===== src/qdt_cfg.svh =====
// Constants for the quad DAC load and thermal output block.
// Assumes inclusion by its bare name from the package and the design file.
`ifndef QDT_CFG_SVH
`define QDT_CFG_SVH

// Register offsets
`define QDT_ADDR_CODE_FIRST   8'h10
`define QDT_ADDR_CODE_LAST    8'h17
`define QDT_ADDR_CTRL3        8'h1A
`define QDT_ADDR_DAC_CFG      8'h1B
`define QDT_ADDR_LOAD_CFG     8'h1C
`define QDT_ADDR_INT_OFFSET   8'h21
`define QDT_ADDR_EXT_OFFSET   8'h22

// Control configuration 3 fields
`define QDT_C3_RES_10B        1
`define QDT_C3_UPD_SRC        3
`define QDT_C3_THERM_A        5
`define QDT_C3_THERM_B        6

// DAC configuration fields
`define QDT_DC_GAIN_LSB       0
`define QDT_DC_LOAD_A         4
`define QDT_DC_LOAD_B         5
`define QDT_DC_STORED_MASK    8'h0F

// Load configuration fields
`define QDT_LC_LOAD           0
`define QDT_LC_REF_INT        3
`define QDT_LC_PWR_DOWN       4
`define QDT_LC_STORED_MASK    8'h18

// Reset values
`define QDT_RST_CTRL3         8'h00
`define QDT_RST_DAC_CFG       8'h00
`define QDT_RST_LOAD_CFG      8'h00
`define QDT_RST_OFFSET        8'hD8
`define QDT_RST_BYTE          8'h00

// Thermal code limits
`define QDT_FULL_8B           10'h0FF
`define QDT_FULL_10B          10'h3FF

// Thermal working code: top bit of the 12-bit code, saturation flag, top reading
`define QDT_THERM_MSB         11
`define QDT_THERM_SAT         12
`define QDT_TEMP_TOP_DEG      8'h7F

`endif


===== src/qdt_pkg.sv =====
// Types shared by the quad DAC load and thermal output block.
// Assumes qdt_cfg.svh sits in the same folder.
`default_nettype none

package qdt_pkg;
    `include "qdt_cfg.svh"

    // One register access from the serial engine
    typedef struct packed {
        logic       wr;
        logic       rd;
        logic [7:0] addr;
        logic [7:0] wdata;
    } qdt_reg_req_t;

    // One completed temperature measurement, signed quarter degrees
    typedef struct packed {
        logic       valid;
        logic [9:0] value;
    } qdt_temp_t;
endpackage

`default_nettype wire


===== src/qdt_quad_dac_ctrl.sv =====
// Digital control of a quad voltage-output DAC with thermal output mode.
// Assumes a serial engine issues one-cycle register accesses and the ADC side
// reports each finished temperature reading with a one-cycle valid pulse.
//
// What this block does
// - Written codes wait in a pending register; outputs change only on load or thermal refresh.
// - Reading a code register returns the code now driving the output.
// - Load comes from load pin falling edge, config load bits, or load register.
// - Load configuration register selects reference; external after reset.
// - Per-DAC gain bit: 0 gives gain of one, 1 gives gain of two.
// - Codes are straight binary with full scale set by DAC resolution.
// - Thermal select bits make DAC A follow internal, B external temperature.
// - In thermal mode each finished measurement refreshes the output directly.
// - On 8-bit parts the thermal code moves one step per degree.
// - Wider parts default to 8-bit thermal codes; resolution bit gives quarter degrees.
// - One 8-bit zero-point offset register per sensor, one degree resolution.
// - Offset is twos complement; negative values carry bit seven set.
// - Thermal code is temperature minus offset, in degrees or quarter degrees.
// - Default zero point is -40 degrees; codes saturate, giving an upper deadband.
// - Power-down turns all DAC outputs off into high impedance.
// - After reset the pin loads; update source bit hands loading to registers.
// - After reset all outputs sit at zero until codes are written and loaded.
`timescale 1ns/100ps
`default_nettype none
`include "qdt_cfg.svh"

module qdt_quad_dac_ctrl
    import qdt_pkg::*;
#(
    parameter int DAC_BITS = 12
) (
    input  wire logic                       ref_clk,
    input  wire logic                       srst,
    input  wire qdt_reg_req_t               reg_req,
    output var  logic [7:0]                 reg_rdata,
    output var  logic                       reg_rd_valid,
    input  wire logic                       dac_load_strobe_n,
    input  wire qdt_temp_t                  temp_int,
    input  wire qdt_temp_t                  temp_ext,
    output var  logic [3:0][DAC_BITS-1:0]   dac_code,
    output var  logic [3:0]                 dac_gain_x2,
    output var  logic                       dac_ref_internal,
    output var  logic                       dac_power_down,
    output var  logic [1:0]                 upper_deadband
);

    // Only the three documented resolutions are served; the thermal slices
    // take the top DAC_BITS of a 12-bit working code
    if (DAC_BITS != 8 && DAC_BITS != 10 && DAC_BITS != 12) begin : g_bad_bits
        $error("qdt_quad_dac_ctrl: DAC_BITS must be 8, 10 or 12");
    end

    localparam int NUM_DACS = 4;

    // Register state; pending codes are 16 wide so byte writes need no masking
    logic [7:0]                 ctrl3_reg;
    logic [7:0]                 dac_cfg_reg;
    logic [7:0]                 load_cfg_reg;
    logic [7:0]                 int_offset_reg;
    logic [7:0]                 ext_offset_reg;
    logic [NUM_DACS-1:0][15:0]  pend_reg;
    logic                       load_pin_prev_reg;

    // Decoded write strobes and load sources
    logic       wr_ctrl3;
    logic       wr_dac_cfg;
    logic       wr_load_cfg;
    logic       wr_int_off;
    logic       wr_ext_off;
    logic       wr_code;
    logic [2:0] code_sel;
    logic       upd_by_regs;
    logic       res_10b;
    logic       load_pin;
    logic       load_cfg_bits;
    logic       load_reg_bit;
    logic       load_now;
    logic [12:0] therm_a;
    logic [12:0] therm_b;

    // Thermal code: sign-extended temperature minus offset, clamped at both ends.
    // Offsets are whole degrees and readings quarter degrees, so the offset is
    // scaled by four first; a reading below the zero point gives code zero.
    function automatic logic [12:0] therm_code(
        input logic [9:0] temp_q,
        input logic [7:0] offset_deg,
        input logic       res10
    );
        logic signed [11:0] diff;
        logic [11:0]        code12;
        logic               sat;
        diff   = $signed({{2{temp_q[9]}}, temp_q})
               - $signed({{2{offset_deg[7]}}, offset_deg, 2'b00});
        code12 = 12'h000;
        // At +127 degrees the reading can rise no further, so the output is stuck
        sat    = (temp_q[9:2] == `QDT_TEMP_TOP_DEG);
        if (diff < 0) begin
            code12 = 12'h000;
        end else if (res10) begin
            if (diff[11:0] > {2'b00, `QDT_FULL_10B}) begin
                sat    = 1'b1;
                code12 = {`QDT_FULL_10B, 2'b00};
            end else begin
                code12 = {diff[9:0], 2'b00};
            end
        end else begin
            if (diff[11:2] > `QDT_FULL_8B) begin
                sat    = 1'b1;
                code12 = {8'(`QDT_FULL_8B), 4'h0};
            end else begin
                code12 = {diff[9:2], 4'h0};
            end
        end
        return {sat, code12};
    endfunction

    // Byte view of a code: low byte at even address, high bits at odd address
    // Bits above the DAC width read back as zero
    function automatic logic [7:0] code_byte(
        input logic [DAC_BITS-1:0] code,
        input logic                hi
    );
        logic [15:0] wide;
        wide = 16'h0000;
        wide[DAC_BITS-1:0] = code;
        return hi ? wide[15:8] : wide[7:0];
    endfunction

    // True for the eight code byte addresses
    function automatic logic is_code_addr(input logic [7:0] addr);
        return (addr >= `QDT_ADDR_CODE_FIRST) && (addr <= `QDT_ADDR_CODE_LAST);
    endfunction

    // Address decode of writes; unmapped addresses raise no strobe
    always_comb begin
        wr_ctrl3   = 1'b0;
        wr_dac_cfg = 1'b0;
        wr_load_cfg = 1'b0;
        wr_int_off = 1'b0;
        wr_ext_off = 1'b0;
        wr_code    = 1'b0;
        if (reg_req.wr) begin
            if (is_code_addr(reg_req.addr)) begin
                wr_code = 1'b1;
            end else if (reg_req.addr == `QDT_ADDR_CTRL3) begin
                wr_ctrl3 = 1'b1;
            end else if (reg_req.addr == `QDT_ADDR_DAC_CFG) begin
                wr_dac_cfg = 1'b1;
            end else if (reg_req.addr == `QDT_ADDR_LOAD_CFG) begin
                wr_load_cfg = 1'b1;
            end else if (reg_req.addr == `QDT_ADDR_INT_OFFSET) begin
                wr_int_off = 1'b1;
            end else if (reg_req.addr == `QDT_ADDR_EXT_OFFSET) begin
                wr_ext_off = 1'b1;
            end
        end
    end

    // Which of the eight code bytes is addressed
    assign code_sel = 3'(reg_req.addr - `QDT_ADDR_CODE_FIRST);

    // Load source selection and command merge
    // Only one source is live: in pin mode the register load bits are ignored,
    // in register mode the pin is ignored
    assign upd_by_regs   = ctrl3_reg[`QDT_C3_UPD_SRC];
    assign load_pin      = load_pin_prev_reg & ~dac_load_strobe_n;
    assign load_cfg_bits = wr_dac_cfg
                         & (reg_req.wdata[`QDT_DC_LOAD_A] | reg_req.wdata[`QDT_DC_LOAD_B]);
    assign load_reg_bit  = wr_load_cfg & reg_req.wdata[`QDT_LC_LOAD];
    assign load_now      = upd_by_regs ? (load_cfg_bits | load_reg_bit)
                                       : load_pin;

    // Quarter-degree thermal mode only exists on wider parts
    assign res_10b = (DAC_BITS > 8) && ctrl3_reg[`QDT_C3_RES_10B];

    assign therm_a = therm_code(temp_int.value, int_offset_reg, res_10b);
    assign therm_b = therm_code(temp_ext.value, ext_offset_reg, res_10b);

    // Load pin history; starts as if low, so a pin held low through reset
    // gives no falling edge and the host must raise it first
    always_ff @(posedge ref_clk) begin
        if (srst) begin
            load_pin_prev_reg <= 1'b0;
        end else begin
            load_pin_prev_reg <= dac_load_strobe_n;
        end
    end

    // Control configuration 3, whole byte kept
    // so a read returns exactly what was written
    always_ff @(posedge ref_clk) begin
        if (srst) begin
            ctrl3_reg <= `QDT_RST_CTRL3;
        end else if (wr_ctrl3) begin
            ctrl3_reg <= reg_req.wdata;
        end
    end

    // DAC configuration; load bits act on write and are not stored
    always_ff @(posedge ref_clk) begin
        if (srst) begin
            dac_cfg_reg <= `QDT_RST_DAC_CFG;
        end else if (wr_dac_cfg) begin
            dac_cfg_reg <= reg_req.wdata & `QDT_DC_STORED_MASK;
        end
    end

    // Load configuration: reference select and power-down kept, load bit pulses
    // Reference select resets to external
    always_ff @(posedge ref_clk) begin
        if (srst) begin
            load_cfg_reg <= `QDT_RST_LOAD_CFG;
        end else if (wr_load_cfg) begin
            load_cfg_reg <= reg_req.wdata & `QDT_LC_STORED_MASK;
        end
    end

    // Zero-point offset registers, one per sensor
    // Both start at the default zero point of -40 degrees
    always_ff @(posedge ref_clk) begin
        if (srst) begin
            int_offset_reg <= `QDT_RST_OFFSET;
            ext_offset_reg <= `QDT_RST_OFFSET;
        end else begin
            if (wr_int_off) begin
                int_offset_reg <= reg_req.wdata;
            end
            if (wr_ext_off) begin
                ext_offset_reg <= reg_req.wdata;
            end
        end
    end

    // Pending codes written byte by byte
    // Bytes land here only; nothing reaches the outputs before a load
    always_ff @(posedge ref_clk) begin
        if (srst) begin
            pend_reg <= '0;
        end else if (wr_code) begin
            if (code_sel[0]) begin
                pend_reg[code_sel[2:1]][15:8] <= reg_req.wdata;
            end else begin
                pend_reg[code_sel[2:1]][7:0]  <= reg_req.wdata;
            end
        end
    end

    // Active codes: load moves all pending codes at once, thermal mode overrides
    // A refresh wins over a same-cycle load on A or B, so the output always
    // tracks the newest reading while its select bit is set
    always_ff @(posedge ref_clk) begin
        if (srst) begin
            dac_code <= '0;
        end else begin
            for (int i = 0; i < NUM_DACS; i++) begin
                if (load_now) begin
                    dac_code[i] <= pend_reg[i][DAC_BITS-1:0];
                end
            end
            if (ctrl3_reg[`QDT_C3_THERM_A]) begin
                if (temp_int.valid) begin
                    dac_code[0] <= therm_a[`QDT_THERM_MSB -: DAC_BITS];
                end else begin
                    dac_code[0] <= dac_code[0];
                end
            end
            if (ctrl3_reg[`QDT_C3_THERM_B]) begin
                if (temp_ext.valid) begin
                    dac_code[1] <= therm_b[`QDT_THERM_MSB -: DAC_BITS];
                end else begin
                    dac_code[1] <= dac_code[1];
                end
            end
        end
    end

    // Upper deadband flags follow the last thermal refresh of each channel
    // A flag clears when thermal tracking of its channel is switched off
    always_ff @(posedge ref_clk) begin
        if (srst) begin
            upper_deadband <= 2'b00;
        end else begin
            if (!ctrl3_reg[`QDT_C3_THERM_A]) begin
                upper_deadband[0] <= 1'b0;
            end else if (temp_int.valid) begin
                upper_deadband[0] <= therm_a[`QDT_THERM_SAT];
            end
            if (!ctrl3_reg[`QDT_C3_THERM_B]) begin
                upper_deadband[1] <= 1'b0;
            end else if (temp_ext.valid) begin
                upper_deadband[1] <= therm_b[`QDT_THERM_SAT];
            end
        end
    end

    // Analog control levels, registered from configuration
    // The extra stage keeps these outputs straight from flip-flops
    always_ff @(posedge ref_clk) begin
        if (srst) begin
            dac_gain_x2      <= 4'h0;
            dac_ref_internal <= 1'b0;
            dac_power_down   <= 1'b0;
        end else begin
            dac_gain_x2      <= dac_cfg_reg[`QDT_DC_GAIN_LSB +: NUM_DACS];
            dac_ref_internal <= load_cfg_reg[`QDT_LC_REF_INT];
            dac_power_down   <= load_cfg_reg[`QDT_LC_PWR_DOWN];
        end
    end

    // Read path, answered one cycle after the request
    // Code reads return the active code, never the pending one
    always_ff @(posedge ref_clk) begin
        if (srst) begin
            reg_rdata    <= `QDT_RST_BYTE;
            reg_rd_valid <= 1'b0;
        end else begin
            reg_rd_valid <= reg_req.rd;
            if (reg_req.rd) begin
                if (is_code_addr(reg_req.addr)) begin
                    reg_rdata <= code_byte(dac_code[code_sel[2:1]], code_sel[0]);
                end else if (reg_req.addr == `QDT_ADDR_CTRL3) begin
                    reg_rdata <= ctrl3_reg;
                end else if (reg_req.addr == `QDT_ADDR_DAC_CFG) begin
                    reg_rdata <= dac_cfg_reg;
                end else if (reg_req.addr == `QDT_ADDR_LOAD_CFG) begin
                    reg_rdata <= load_cfg_reg;
                end else if (reg_req.addr == `QDT_ADDR_INT_OFFSET) begin
                    reg_rdata <= int_offset_reg;
                end else if (reg_req.addr == `QDT_ADDR_EXT_OFFSET) begin
                    reg_rdata <= ext_offset_reg;
                end else begin
                    reg_rdata <= `QDT_RST_BYTE;                           // Unmapped reads zero
                end
            end
        end
    end

endmodule

`default_nettype wire


===== config.mk =====
export PLATFORM = sky130hd
export DESIGN_NAME = qdt_quad_dac_ctrl
export DESIGN_NICKNAME = d
export VERILOG_FILES = /design/src/qdt_pkg.sv /design/src/qdt_quad_dac_ctrl.sv
export VERILOG_INCLUDE_DIRS = /design/src
export SDC_FILE = /design/constraint.sdc
export NUM_CORES = 1
export LEC_CHECK = 0
export ABC_AREA = 1
export BUFFER_PORTS_ARGS = -buffer_cell sky130_fd_sc_hd__buf_4
export CORE_UTILIZATION = 40
export CTS_CLUSTER_DIAMETER = 30
export DETAILED_ROUTE_END_ITERATION = 6
export PLACE_DENSITY_LB_ADDON = 0.2
export SLEW_MARGIN = 15
export SYNTH_ARGS = -nofsm -noshare
export SYNTH_HDL_FRONTEND = slang
export SYNTH_SLANG_ARGS = --single-unit

===== constraint.sdc =====
create_clock -name ref_clk -period 2.9 [get_ports ref_clk]
set_clock_uncertainty 0.2 [all_clocks]
set_input_delay 0.29 -clock ref_clk [delete_from_list [all_inputs] [get_ports ref_clk]]
set_output_delay 0.29 -clock ref_clk [all_outputs]
set_load 0.01 [all_outputs]

==> results.yml <==
status:
  status: "finished clean"
yosys:
  synth_top_family_by_area: "simple AND/OR/NAND/NOR gates"
  ys_seq_area_share_pct: 41.5
  avgSynthCellArea_um2: 7.23
  synth-async-reset-ratio_pct: 0
  synth_fp_nets: 1023
  yosys.area.top_type: "dfxtp_1"
  synth-simple-area-share_pct: 25.8
  synth_cells: 960
  ys_top_cells_by_area: "dfxtp_1 (42%), nand2_1 (9.0%), o21ai_0 (7.4%)"
  synth_compound_area_share_pct: 19.7
  ys.flop_type: "dfxtp_1"
  netlist_area_mm2: 0.00694
  ys_top_cells_by_count: "nand2_1 (167), dfxtp_1 (144), nor2_1 (116)"
  synth_top_cell_area_share_pct: 41.5
  synthMuxAreaShare_pct: 0
  synth_xor_area_share_pct: 0.505
  synth_edf_count: 0
  synth_most_common_cell: "nand2_1"
  yosysUniqueCellTypes: 40
  synth_warnings: 0
  synth_seq_cells: 144
  synth_fa_ha_area_share_pct: 3.82
critical_path:
  worstSetupPathType: "reg -> reg"
  endpoint_kind: "register"
  path_cells: "ha_1 > fa_1 > inv_1 > nand3_1 > nand2_1 > nand3_1 > nand3_1 > nand3_1 > nor3_1 > nor2_1 > nor2_1"
  worstSetupStartpointType: "register"
  r2r-start: "int_offset_reg[0]"
  slowest_stage: "fa_1"
  max_stage_delay_ns: 0.39
  startpoint: "int_offset_reg[0]"
  critPathRequiredTime_ns: 3.07
  arrival_ns: 2.46
  crit_fanout: 6
  cp_common_cell: "nand3_1"
clock_network:
  cts_root_buf: "clkbuf_16"
  htree_levels: 4
  clk_latency_ns: 0.43
  postCtsSetupBuffers: 0
  clkTransAtPathRegs_ns: 0.06
  cts_buffers: 17
  cts_num_sinks: 144
  cts.path.max_buffers: 2
  cts_tree: "done"
floorplan:
  fp.dieW_um: 134
  start_util_pct: 41.4
  placementRows: 47
  io_pins: 108
  die-area_mm2: 0.0179
  core_region_area_mm2: 0.0168
  die_y_um: 134
worst_hold_path:
  hold_path.class: "in -> reg"
  hold_start: "temp_int[7]"
timing:
  setup_tns_ns: 0
  worst_pin_slew_ns: 0.672
  period_needed_ns: 2.28
  rsz0062_at_grt: "false"
  setup_violations: 0
  drv_slew: 0
  fmax_ghz: 0.438
  slew_headroom_pct: 55.0
  period_share_pct: 78.8
  hold_violations: 0
routing:
  post_drt_wl_per_cell_um: 17.2
  drtIter0Drc: 717
  first_pass_iters: 5
  drc: 0
  drtAntennaViolNets: 0
  routed_wl_um: 22400
  viasPerCell: 5.28
  num_vias: 6885
placement:
  hpwl_um: 16200
  portBuffers: 107
  place.gp.congestion: 0.889
global_route:
  grt_pass1_vias: 6249
  antenna_found_initial: 0
  grtUsageMet3_pct: 6.28
  grt_use_met2_pct: 41.0
  grt_overflow_total: 0
  grtUsageTotal_pct: 25.9
  top_usage_layer: "met2"
  grt_pass1_wl_um: 34800
  grt_util_met1_pct: 33.5
  grt_max_degree: 42
finish:
  antennaDiodeCount: 0
  drive_gt1_share_pct: 17.5
  n_fill_cell: 1708
  seq_area_mm2: 0.00288
  areaGrowthSynthToFinish_pct: 24.0
  multi_input_area_mm2: 0.00346
  final_util_pct: 51.4
  nets: 1133
pwr:
  power.density_mw_per_mm2: 532
  intPower_mw: 3.34
  p_leak_nw: 3.86
  p_sw_share_pct: 27.1
  switching_power_mw: 1.24
  comb_power_share_pct: 10.4
  pwr-share-clk_pct: 44.7
  ir_drop_uv: 375
  power_frac_seq_pct: 44.9
run:
  maxCapViolations: 0
[kinds of logic (layout without fill, tap and decap cells)]
kind of cell    Yosys count  after routing
simple gates            397            397
compound gates          245            245
buf+inv                 150            273
flops                   144            144
fa+ha+maj                20             20
xor+xnor                  4              4
[path summary, 6_finish.rpt]
path                       endpoint  slack [ns]  cells after the start
setup / recovery       dac_code[11]        0.62                     11
setup reg to reg       dac_code[11]        0.62                     11
hold / removal    upper_deadband[0]        0.01                      3
hold reg to reg      dac_gain_x2[1]        0.25                      2
[power groups by stage]
stage | Combinational (mW) | Clock [mW] | Sequential, mW
after floorplan | 0.243 | 0 | 2.10
after global placement | 0.457 | 0 | 2.10
after detailed placement | 0.458 | 0 | 2.10
after CTS | 0.474 | 2.06 | 2.06
after global routing | 0.525 | 2.16 | 2.06
final | 0.476 | 2.05 | 2.06
[critical path: cells and delay by family (launching register included)]
| family | cells | cell delay [ns] |
|---|---|---|
| simple gates | 8 | 0.96 |
| fa+ha+maj | 2 | 0.60 |
| flops | 1 | 0.36 |
| buf+inv | 1 | 0.09 |
[area by class of cell]
class,count,share of cell area (%)
Multi-Input combinational cell,666,40.2
Sequential cell,144,33.5
Timing Repair Buffer,131,12.0
Clock buffer,19,5.14
Inverter,110,4.79
Tap cell,220,3.20
Clock inverter,13,1.25
[cell usage in the layout (no fill, tap or decap), types with 2 or more instances in the layout]
| cell type | count |
|---|---|
| a21o_1 | 2 |
| buf_4 | 116 |
| o21ai_1 | 3 |
| nor2_4 | 4 |
| nor2_1 | 116 |
| nand3_2 | 3 |
| nor2_2 | 9 |
| nor3_4 | 2 |
| nand3b_1 | 16 |
| o211ai_1 | 6 |
| a211oi_2 | 2 |
| fa_1 | 2 |
| a21oi_1 | 85 |
| nand2_2 | 4 |
| clkinv_4 | 4 |
| nand3_1 | 47 |
| o21ai_0 | 103 |
| nor3_1 | 7 |
| nand2_1 | 167 |
| nand4_1 | 16 |
| inv_6 | 3 |
| o2111ai_1 | 3 |
| o22ai_1 | 5 |
| clkinv_1 | 4 |
| inv_2 | 11 |
| dlygate4sd3_1 | 14 |
| a211oi_1 | 18 |
| xnor2_1 | 3 |
| ha_1 | 18 |
| dfxtp_1 | 144 |
| inv_1 | 95 |
| a31oi_1 | 3 |
| or2_2 | 4 |
| clkinvlp_4 | 4 |
| clkbuf_16 | 17 |
| a22oi_1 | 12 |
[metrics by stage]
stage	area (um2)	worst slack, ns	std cells	power (mW)	hold WS (ns)
2_1_floorplan	6940	0.843	960	2.34	0.185
3_3_place_gp	7920	0.597	1257	2.56	0.240
3_5_place_dp	7920	0.550	1257	2.56	0.245
4_1_cts	8610	0.631	1303	4.59	0.00682
5_1_grt	8610	0.388	1303	4.74	0.00980
6_report	8610	0.616	1303	4.58	0.0122
[repair_timing]
item / CTS / global route
hold buffers: 14 / 0
gates resized for setup: 0 / 0
endpoints found under the hold margin: 20 / 0
endpoints found under the setup margin: 0 / 0
[routing by layer]
layer / part of all wire, % / routed length (um)
met2: 47 / 10500
met3: 6.6 / 1480
met4: 2.5 / 569
met1: 44 / 9840
met5: 0 / 0
No activity file was read; power rests on OpenSTA's default activity.
